File: config.mk
export PLATFORM = sky130hd
export DESIGN_NAME = mss_module_state_sequencer
export DESIGN_NICKNAME = d
export VERILOG_FILES = /design/src/pkg/mss_pkg.sv /design/src/design/mss_module_state_sequencer.sv
export VERILOG_INCLUDE_DIRS = /design/src /design/src/pkg
export SDC_FILE = /design/constraint.sdc
export NUM_CORES = 1
export LEC_CHECK = 0
export BUFFER_PORTS_ARGS = -buffer_cell sky130_fd_sc_hd__buf_2
export CAP_MARGIN = 30
export CORE_AREA = 3 3 89 91
export DETAILED_ROUTE_END_ITERATION = 10
export DIE_AREA = 0 0 92 94
export PLACE_DENSITY = 0.77
export SYNTH_ARGS = -nofsm -noshare
export SYNTH_HDL_FRONTEND = slang
export SYNTH_SLANG_ARGS = --single-unit
File: constraint.sdc
create_clock -name clk_sys -period 5.7 [get_ports clk_sys]
set_input_delay 0 -clock clk_sys [delete_from_list [all_inputs] [get_ports clk_sys]]
set_output_delay 0 -clock clk_sys [all_outputs]
set_load 0.01 [all_outputs]
File: src/pkg/mss_defs.svh
// Purpose: offsets, field positions, reset values and timing counts
// Assumes: 25 MHz management clock
// Notes: included by the sequencer and its bench
`ifndef MSS_DEFS_SVH
`define MSS_DEFS_SVH

`define MSS_ADDR_W 4
`define MSS_DATA_W 16

`define MSS_OFS_CONTROL 4'h0
`define MSS_OFS_LANE_TRANSMIT_OFF_PIN 4'h1
`define MSS_OFS_MODULE_STATE 4'h2
`define MSS_OFS_FAULT_STATUS 4'h3
`define MSS_OFS_MAX_HPUP_TIME 4'h4
`define MSS_OFS_MAX_TXON_TIME 4'h5
`define MSS_OFS_ALERT 4'h6

`define MSS_CTL_SOFT_RESET 0
`define MSS_CTL_SOFT_LOW_POWER 1
`define MSS_CTL_SOFT_TX_OFF 2
`define MSS_ALERT_GLOBAL 0

`define MSS_CTL_RESET 3'h0
`define MSS_LANE_RESET 16'h0000
`define MSS_HOLD_READ 16'hFFFF
`define MSS_UNMAPPED_READ 16'h0000
`define MSS_FAULT_MASK 16'hFFFE

`define MSS_CLK_KHZ 25000
`define MSS_INIT_MAX_MS 2500
`define MSS_INIT_MAX_CYC (`MSS_INIT_MAX_MS * `MSS_CLK_KHZ)
`define MSS_HPUP_MAX_MS 200
`define MSS_TXON_MAX_MS 100

`endif

File: src/pkg/mss_pkg.sv
// Purpose: types for the module state sequencer
// Assumes: constants live in mss_defs.svh
// Notes: state codes step as Gray code along the start-up path
package mss_pkg;

    typedef enum logic [3:0] {
        MSS_RESET = 4'h0,
        MSS_INIT = 4'h1,
        MSS_LOW_POWER = 4'h3,
        MSS_HPWR_UP = 4'h2,
        MSS_TX_OFF = 4'h6,
        MSS_TX_TURN_ON = 4'h7,
        MSS_READY = 4'h5,
        MSS_TX_TURN_OFF = 4'h4,
        MSS_HPWR_DOWN = 4'hC,
        MSS_FAULT = 4'h8
    } mss_state_e;

    typedef struct packed {
        logic [3:0] addr;
        logic [15:0] wdata;
        logic we;
        logic re;
    } mss_bus_s;

    typedef struct packed {
        logic initDone;
        logic initFail;
        logic pwrUpDone;
        logic pwrUpFail;
        logic txOnDone;
        logic txOnFail;
        logic txOffDone;
        logic pwrDownDone;
    } mss_hshk_s;

    typedef struct packed {
        logic softTxOff;
        logic softLowPower;
        logic softReset;
    } mss_ctrl_s;

endpackage

File: src/design/mss_module_state_sequencer.sv
// Purpose: module-side state sequencer with control register port
// Assumes: all inputs synchronous to clk_sys; sub-functions answer
//          each transient state with a done or fail level
// Notes: rst models supply power-on and hot-plug
//
// The register offsets and strobed register access are this design's own decisions.
`timescale 1ns/100ps
`include "mss_defs.svh"

module mss_module_state_sequencer #(
    parameter int unsigned LANES = 4,
    parameter logic [15:0] FAULT_MASK = `MSS_FAULT_MASK,
    parameter int unsigned INIT_MAX_CYC = `MSS_INIT_MAX_CYC,
    parameter logic [15:0] HPUP_MAX_MS = `MSS_HPUP_MAX_MS,
    parameter logic [15:0] TXON_MAX_MS = `MSS_TXON_MAX_MS,
    parameter int unsigned HPUP_MAX_CYC = `MSS_HPUP_MAX_MS * `MSS_CLK_KHZ,
    parameter int unsigned TXON_MAX_CYC = `MSS_TXON_MAX_MS * `MSS_CLK_KHZ
) (
    input wire logic clk_sys,
    input wire logic rst,
    input wire mss_pkg::mss_bus_s bus,
    output logic [15:0] rdata,
    input wire logic reset_pin_low,
    input wire logic low_power_pin,
    input wire logic transmit_off_pin,
    input wire logic supplyLow,
    input wire logic cooling_interlock,
    input wire logic [15:0] faultStatus,
    input wire logic fawsEvent,
    input wire mss_pkg::mss_hshk_s hshk,
    output mss_pkg::mss_state_e moduleState,
    output logic mgmtHold,
    output logic circuitReset,
    output logic highPowerEnable,
    output logic hostLaneStatic,
    output logic [LANES-1:0] laneTxEnable,
    output logic global_alert_pin_low,
    output logic high_power_active,
    output logic module_ready_flag,
    output logic module_fault_flag,
    output logic [2:0] programmable_alert_pins
);
    import mss_pkg::*;

    initial begin
        if (LANES < 1 || LANES > 16) begin
            $error("LANES must be 1 to 16");
        end
        if (INIT_MAX_CYC < 1 || HPUP_MAX_CYC < 1 || TXON_MAX_CYC < 1) begin
            $error("time limits must be at least one cycle");
        end
    end

    mss_state_e state_reg;
    mss_state_e state_next;
    mss_ctrl_s ctrl_reg;
    logic [LANES-1:0] laneTxDis_reg;
    logic [31:0] timer_reg;
    logic [31:0] timerLimit;
    logic timedState;
    logic timeout;
    logic globalAlert_reg;
    logic [15:0] rdata_reg;
    logic combinedResetRequest;
    logic combinedLowPowerRequest;
    logic combinedTransmitOff;
    logic faultAny;
    logic holdPort;
    logic busWrite;
    logic alertRead;
    logic [15:0] stateBits;
    logic [15:0] laneRead;

    assign combinedResetRequest = !reset_pin_low || ctrl_reg.softReset ||
                                  supplyLow;
    assign combinedLowPowerRequest = low_power_pin || ctrl_reg.softLowPower ||
                                     cooling_interlock;
    assign combinedTransmitOff = transmit_off_pin || ctrl_reg.softTxOff;
    assign faultAny = |(faultStatus & FAULT_MASK);

    // port held in reset and init
    assign holdPort = (state_reg == MSS_RESET) || (state_reg == MSS_INIT);
    assign busWrite = bus.we && !holdPort;
    assign alertRead = bus.re && !holdPort &&
                       (bus.addr == `MSS_OFS_ALERT);

    // Only transient states carry a time limit
    always_comb begin
        timedState = 1'b1;
        timerLimit = INIT_MAX_CYC;
        unique case (state_reg)
            MSS_INIT: timerLimit = INIT_MAX_CYC;
            MSS_HPWR_UP: timerLimit = HPUP_MAX_CYC;
            MSS_TX_TURN_ON: timerLimit = TXON_MAX_CYC;
            default: timedState = 1'b0;
        endcase
    end

    assign timeout = timedState && (timer_reg >= timerLimit - 32'h1);

    always_ff @(posedge clk_sys) begin
        if (rst || state_next != state_reg || !timedState) begin
            timer_reg <= 32'h0;
        end else begin
            timer_reg <= timer_reg + 32'h1;
        end
    end

    always_comb begin
        state_next = state_reg;
        unique case (state_reg)
            MSS_RESET: begin
                if (!combinedResetRequest) begin
                    state_next = MSS_INIT;
                end
            end
            MSS_INIT: begin
                if (combinedResetRequest) begin
                    state_next = MSS_RESET;
                end else if (faultAny || hshk.initFail || timeout) begin
                    state_next = MSS_FAULT;
                end else if (hshk.initDone) begin
                    state_next = MSS_LOW_POWER;
                end
            end
            MSS_LOW_POWER: begin
                if (combinedResetRequest) begin
                    state_next = MSS_RESET;
                end else if (faultAny) begin
                    state_next = MSS_FAULT;
                end else if (!combinedLowPowerRequest) begin
                    state_next = MSS_HPWR_UP;
                end
            end
            MSS_HPWR_UP: begin
                if (faultAny || hshk.pwrUpFail || timeout) begin
                    state_next = MSS_FAULT;
                end else if (hshk.pwrUpDone) begin
                    state_next = MSS_TX_OFF;
                end
            end
            MSS_TX_OFF: begin
                if (faultAny) begin
                    state_next = MSS_FAULT;
                end else if (combinedResetRequest ||
                             combinedLowPowerRequest) begin
                    state_next = MSS_HPWR_DOWN;
                end else if (!combinedTransmitOff) begin
                    state_next = MSS_TX_TURN_ON;
                end
            end
            MSS_TX_TURN_ON: begin
                if (faultAny || hshk.txOnFail || timeout) begin
                    state_next = MSS_FAULT;
                end else if (combinedResetRequest ||
                             combinedLowPowerRequest ||
                             combinedTransmitOff) begin
                    state_next = MSS_TX_TURN_OFF;
                end else if (hshk.txOnDone) begin
                    state_next = MSS_READY;
                end
            end
            MSS_READY: begin
                if (faultAny) begin
                    state_next = MSS_FAULT;
                end else if (combinedResetRequest ||
                             combinedLowPowerRequest ||
                             combinedTransmitOff) begin
                    state_next = MSS_TX_TURN_OFF;
                end
            end
            MSS_TX_TURN_OFF: begin
                if (faultAny) begin
                    state_next = MSS_FAULT;
                end else if (hshk.txOffDone) begin
                    if (combinedResetRequest || combinedLowPowerRequest) begin
                        state_next = MSS_HPWR_DOWN;
                    end else begin
                        state_next = MSS_TX_OFF;
                    end
                end
            end
            MSS_HPWR_DOWN: begin
                if (faultAny) begin
                    state_next = MSS_FAULT;
                end else if (hshk.pwrDownDone) begin
                    if (combinedResetRequest) begin
                        state_next = MSS_RESET;
                    end else begin
                        state_next = MSS_LOW_POWER;
                    end
                end
            end
            MSS_FAULT: begin
                if (combinedResetRequest) begin
                    state_next = MSS_RESET;
                end
            end
            default: state_next = MSS_RESET;
        endcase
    end

    always_ff @(posedge clk_sys) begin
        if (rst) begin
            state_reg <= MSS_RESET;
        end else begin
            state_reg <= state_next;
        end
    end

    // Flags follow the next state so they change with the state itself
    // high-power, ready and fault flags
    always_ff @(posedge clk_sys) begin
        if (rst) begin
            high_power_active <= 1'b0;
            module_ready_flag <= 1'b0;
            module_fault_flag <= 1'b0;
        end else begin
            high_power_active <= (state_next == MSS_TX_OFF) ||
                                 (state_next == MSS_TX_TURN_ON) ||
                                 (state_next == MSS_READY) ||
                                 (state_next == MSS_TX_TURN_OFF);
            module_ready_flag <= (state_next == MSS_READY);
            module_fault_flag <= (state_next == MSS_FAULT);
        end
    end

    assign programmable_alert_pins = {module_fault_flag, module_ready_flag,
                                      high_power_active};
    assign moduleState = state_reg;
    assign mgmtHold = holdPort;
    assign circuitReset = (state_reg == MSS_RESET);

    // high power off in low power
    assign highPowerEnable = (state_reg == MSS_HPWR_UP) ||
                             (state_reg == MSS_TX_OFF) ||
                             (state_reg == MSS_TX_TURN_ON) ||
                             (state_reg == MSS_READY) ||
                             (state_reg == MSS_TX_TURN_OFF);
    assign hostLaneStatic = !highPowerEnable;

    always_ff @(posedge clk_sys) begin
        if (rst) begin
            laneTxEnable <= '0;
        end else if (state_next == MSS_TX_TURN_ON ||
                     state_next == MSS_READY) begin
            laneTxEnable <= ~laneTxDis_reg;
        end else begin
            laneTxEnable <= '0;
        end
    end

    always_ff @(posedge clk_sys) begin
        if (rst || state_reg == MSS_RESET) begin
            ctrl_reg <= `MSS_CTL_RESET;
        end else if (busWrite && bus.addr == `MSS_OFS_CONTROL) begin
            ctrl_reg.softReset <= bus.wdata[`MSS_CTL_SOFT_RESET];
            ctrl_reg.softLowPower <= bus.wdata[`MSS_CTL_SOFT_LOW_POWER];
            ctrl_reg.softTxOff <= bus.wdata[`MSS_CTL_SOFT_TX_OFF];
        end
    end

    always_ff @(posedge clk_sys) begin
        if (rst || state_reg == MSS_RESET) begin
            laneTxDis_reg <= LANES'(`MSS_LANE_RESET);
        end else if (busWrite && bus.addr == `MSS_OFS_LANE_TRANSMIT_OFF_PIN) begin
            laneTxDis_reg <= bus.wdata[LANES-1:0];
        end
    end

    // Set wins over clear-on-read so no event is lost
    // alert at init completion
    always_ff @(posedge clk_sys) begin
        if (rst || combinedResetRequest || holdPort &&
            !(state_reg == MSS_INIT && state_next != MSS_INIT)) begin
            globalAlert_reg <= 1'b0;
        end else if ((state_reg == MSS_INIT && state_next != MSS_INIT) ||
                     fawsEvent) begin
            globalAlert_reg <= 1'b1;
        end else if (alertRead) begin
            globalAlert_reg <= 1'b0;
        end
    end

    always_ff @(posedge clk_sys) begin
        if (rst) begin
            global_alert_pin_low <= 1'b1;
        end else begin
            global_alert_pin_low <= !globalAlert_reg;
        end
    end

    always_comb begin
        stateBits = 16'h0000;
        laneRead = 16'h0000;
        laneRead[LANES-1:0] = laneTxDis_reg;
        unique case (state_reg)
            MSS_LOW_POWER: stateBits[2] = 1'b1;
            MSS_HPWR_UP: stateBits[3] = 1'b1;
            MSS_TX_OFF: stateBits[4] = 1'b1;
            MSS_TX_TURN_ON: stateBits[5] = 1'b1;
            MSS_READY: stateBits[6] = 1'b1;
            MSS_TX_TURN_OFF: stateBits[7] = 1'b1;
            MSS_HPWR_DOWN: stateBits[8] = 1'b1;
            MSS_FAULT: stateBits[9] = 1'b1;
            default: stateBits = 16'h0000;
        endcase
    end

    always_ff @(posedge clk_sys) begin
        if (rst) begin
            rdata_reg <= `MSS_HOLD_READ;
        end else if (bus.re) begin
            if (holdPort) begin
                rdata_reg <= `MSS_HOLD_READ;
            end else begin
                unique case (bus.addr)
                    `MSS_OFS_CONTROL: rdata_reg <= {13'h0000,
                        ctrl_reg.softTxOff, ctrl_reg.softLowPower,
                        ctrl_reg.softReset};
                    `MSS_OFS_LANE_TRANSMIT_OFF_PIN: rdata_reg <= laneRead;
                    `MSS_OFS_MODULE_STATE: rdata_reg <= stateBits;
                    `MSS_OFS_FAULT_STATUS: rdata_reg <= faultStatus &
                        FAULT_MASK;
                    `MSS_OFS_MAX_HPUP_TIME: rdata_reg <= HPUP_MAX_MS;
                    `MSS_OFS_MAX_TXON_TIME: rdata_reg <= TXON_MAX_MS;
                    `MSS_OFS_ALERT: rdata_reg <= {15'h0000,
                        globalAlert_reg};
                    default: rdata_reg <= `MSS_UNMAPPED_READ;
                endcase
            end
        end
    end

    assign rdata = rdata_reg;

endmodule // mss_module_state_sequencer

==> run metrics <==
commonest non-fill, non-tap cells in the layout 76 x buf_2, 68 x dfxtp_1, 64 x nor2_1, 34 x a21oi_1, 30 x nand2_1; final wirelength 9490 µm; n_diodes 0; Final nets 630; Total GRT Usage 22.5%; Setup crit start moduleState[3]; cts repair resizes 0; Die Ht 94 µm; Post-Syn Area per Cell 8.16 µm²; Power Dens Cells 198 mW/mm²; clock slew at reported path FFs 0.08 ns; Yosys cell types 63; FFs w/ async S/R, synth 0%; Clock Sinks 68; Synth area leader dfxtp_1; row count 31; gr busiest metal met2; via count 3675; Die Area 0.00865 mm²; Hold Fails Final Rpt 0; IO buf count 75; slowest cell on the critical path dfxtp_1; # H-tree levels 3; Routed wire per std cell 14.4 µm; worst-path fanout max 27; Syn. warnings 0; Clock Root Buffer clkbuf_8; Syn-to-layout area delta 16.3%; max-cap violation count 0; Hold Crit Class input port to register; Slew HR 40.7%; Seq cells post-synth 68; critical path type register to register; Num CTS Buffers 9; Post-synth EDFFs 0; clock buffer depth 2; antenna violations before repair 0; WP data required 5.93 ns; area of the core 0.00721 mm²; P_leak 1.78 nW; Overflow after GRT 0; design area 0.00456 mm²; DIE WIDTH 92 µm; worst r2r src moduleState[3]; Clock Skew 0.00938 ns; post-layout util 63.2%; first-pass GRT wire length 15700 µm; total power 0.901 mW; synth top area cells dfxtp_1 35%, ha_1 7.0%, nor2_1 6.1%; 1st-iter DRT viols 201; worst hold start faultStatus[7]; io pins 89; fillcell total 653; largest net degree at the start of global routing 33; worst vdd ir 0.000137 V; met3 Usage GRT 3.61%; Post-Syn Area 0.00392 mm²; Multi-input gate area 0.00238 mm²; crit-path cells nand2b_1, nor3_1, buf_4, inv_1, nand2_1, ha_1, nand4_1, or4_1, a21oi_1, nor2_1, o2111ai_4, buf_4, nor2_1; Vias/cell 5.59; M1 GR Usage 26.8%; RePlAce Congestion 0.916; startpoint types register; Setup crit end kind register; Worst Max-Slew Pin Slew 0.878 ns; global-route track usage on met2 39.1%; placed cell area 0.00433 mm²; Syn Inst Count 480; number of global-route vias before repair 3482; delay of the slowest cell on the worst path 0.62 ns; fmax 229 MHz; share of the synthesized area in the top cell type 34.7%; Post-DRT Antenna Nets 0; proportion of layout cells with a drive suffix above 1 22.4%; # setup viols final 0; max reg flops 32; period utilization 76.6%; Max Slew Vio Count 0; post-synthesis sequential area ratio 34.7%; dpl hpwl 6960 µm; starting density of the core 54.3%; most common cell after layout, fill and taps aside buf_2; CTS tree built; setup total negative slack 0 ns; Crit path arrival time 4.59 ns; Initial DRT Pass Iterations 5; insertion delay to the later sink of the worst-skew pair 0.35 ns; fin crit period 4.37 ns; RSZ-0062 raised after global routing no; result of the run completed; Synth Flop Type dfxtp_1; register area 0.00136 mm²; # DRC 0
==> cell type report <==
| cell class | instances | area share [%] |
|---|---|---|
| multi-input cells | 374 | 52.2 |
| flip-flops and latches | 68 | 29.9 |
| repair buffers | 85 | 10.1 |
| clock buffers | 9 | 2.72 |
| well taps | 99 | 2.72 |
| inverters | 16 | 1.32 |
| clock inverters | 7 | 1.13 |
==> routing by layer <==
metal	vias up	wire (µm)
li1	1850	-
met1	1679	4090
met2	118	4650
met3	28	460
met4	0	282
met5	-	0
==> what timing repair did <==
item | in CTS | in global routing
buffers inserted | 0 | 0
hold buffers | 5 | 0
hold endpoints to repair | 8 | 0
==> through the flow <==
stage | std cells | hold WS [ns] | worst slack, ns
floorplan | 485 | 0.0716 | 2.13
global placement | 636 | 0.235 | 1.51
detailed placement | 637 | 0.258 | 1.45
CTS | 658 | 0.0151 | 1.42
global route | 658 | 0.0502 | 1.06
finish | 658 | 0.0259 | 1.33
==> path summary, 6_finish.rpt <==
| path | end | slack [ns] | cells after the start |
|---|---|---|---|
| max | timer_reg[2] | 1.33 | 13 |
| min | rdata[7] | 0.03 | 4 |
| max reg2reg | timer_reg[2] | 1.33 | 13 |
| min reg2reg | laneTxEnable[1] | 0.44 | 1 |
==> worst max-delay path: cells and delay by family, from the launching register on <==
family                     cells  cell delay, ns
and+or+nand+nor                7            1.62
DFF                            1            0.62
adders and majority gates      1            0.41
AOI/OAI and AO/OA              2            0.76
buffers and inverters          3            0.82
==> cell families after synthesis <==
group | synth area share (%)
compound gates | 17.2
simple gates | 27.9
buf+inv | 5.04
flops | 34.7
mux | 2.08
xor+xnor | 5.81
fa+ha+maj | 7.02
other cells | 0.192
==> Yosys cell counts (2+ instances only) <==
cell type  number
nand2b_1       15
nand2_1        30
xnor2_1        10
nor4_1          5
and2_1          3
conb_1          2
nor2_2         10
nor2b_1         5
or2_2          11
or4_1           2
nor3b_1         4
and4_1          3
a221oi_1        2
buf_6           3
o211ai_1        4
ha_1           22
nand3_1        17
nand4b_1        2
or3_1           4
a311oi_1        2
nor3_1         13
mux2i_1         7
a22oi_1         4
clkbuf_1       18
and3_1          6
a21oi_1        34
xor2_1         16
o311ai_0        2
dfxtp_1        68
buf_2           2
buf_4           3
a21o_1          2
inv_1          16
nor2_1         64
o22ai_1         2
a31oi_1         5
o21ai_0        22
o31ai_1         2
nand4_1        14
==> report_power, final <==
part | total (mW) | internal [mW] | switching (mW)
Clock | 0.362 | 0.160 | 0.202
Combinational | 0.0604 | 0.0249 | 0.0355
Sequential | 0.479 | 0.478 | 0.00137
Note: power is estimated with default switching activity, not from simulation.
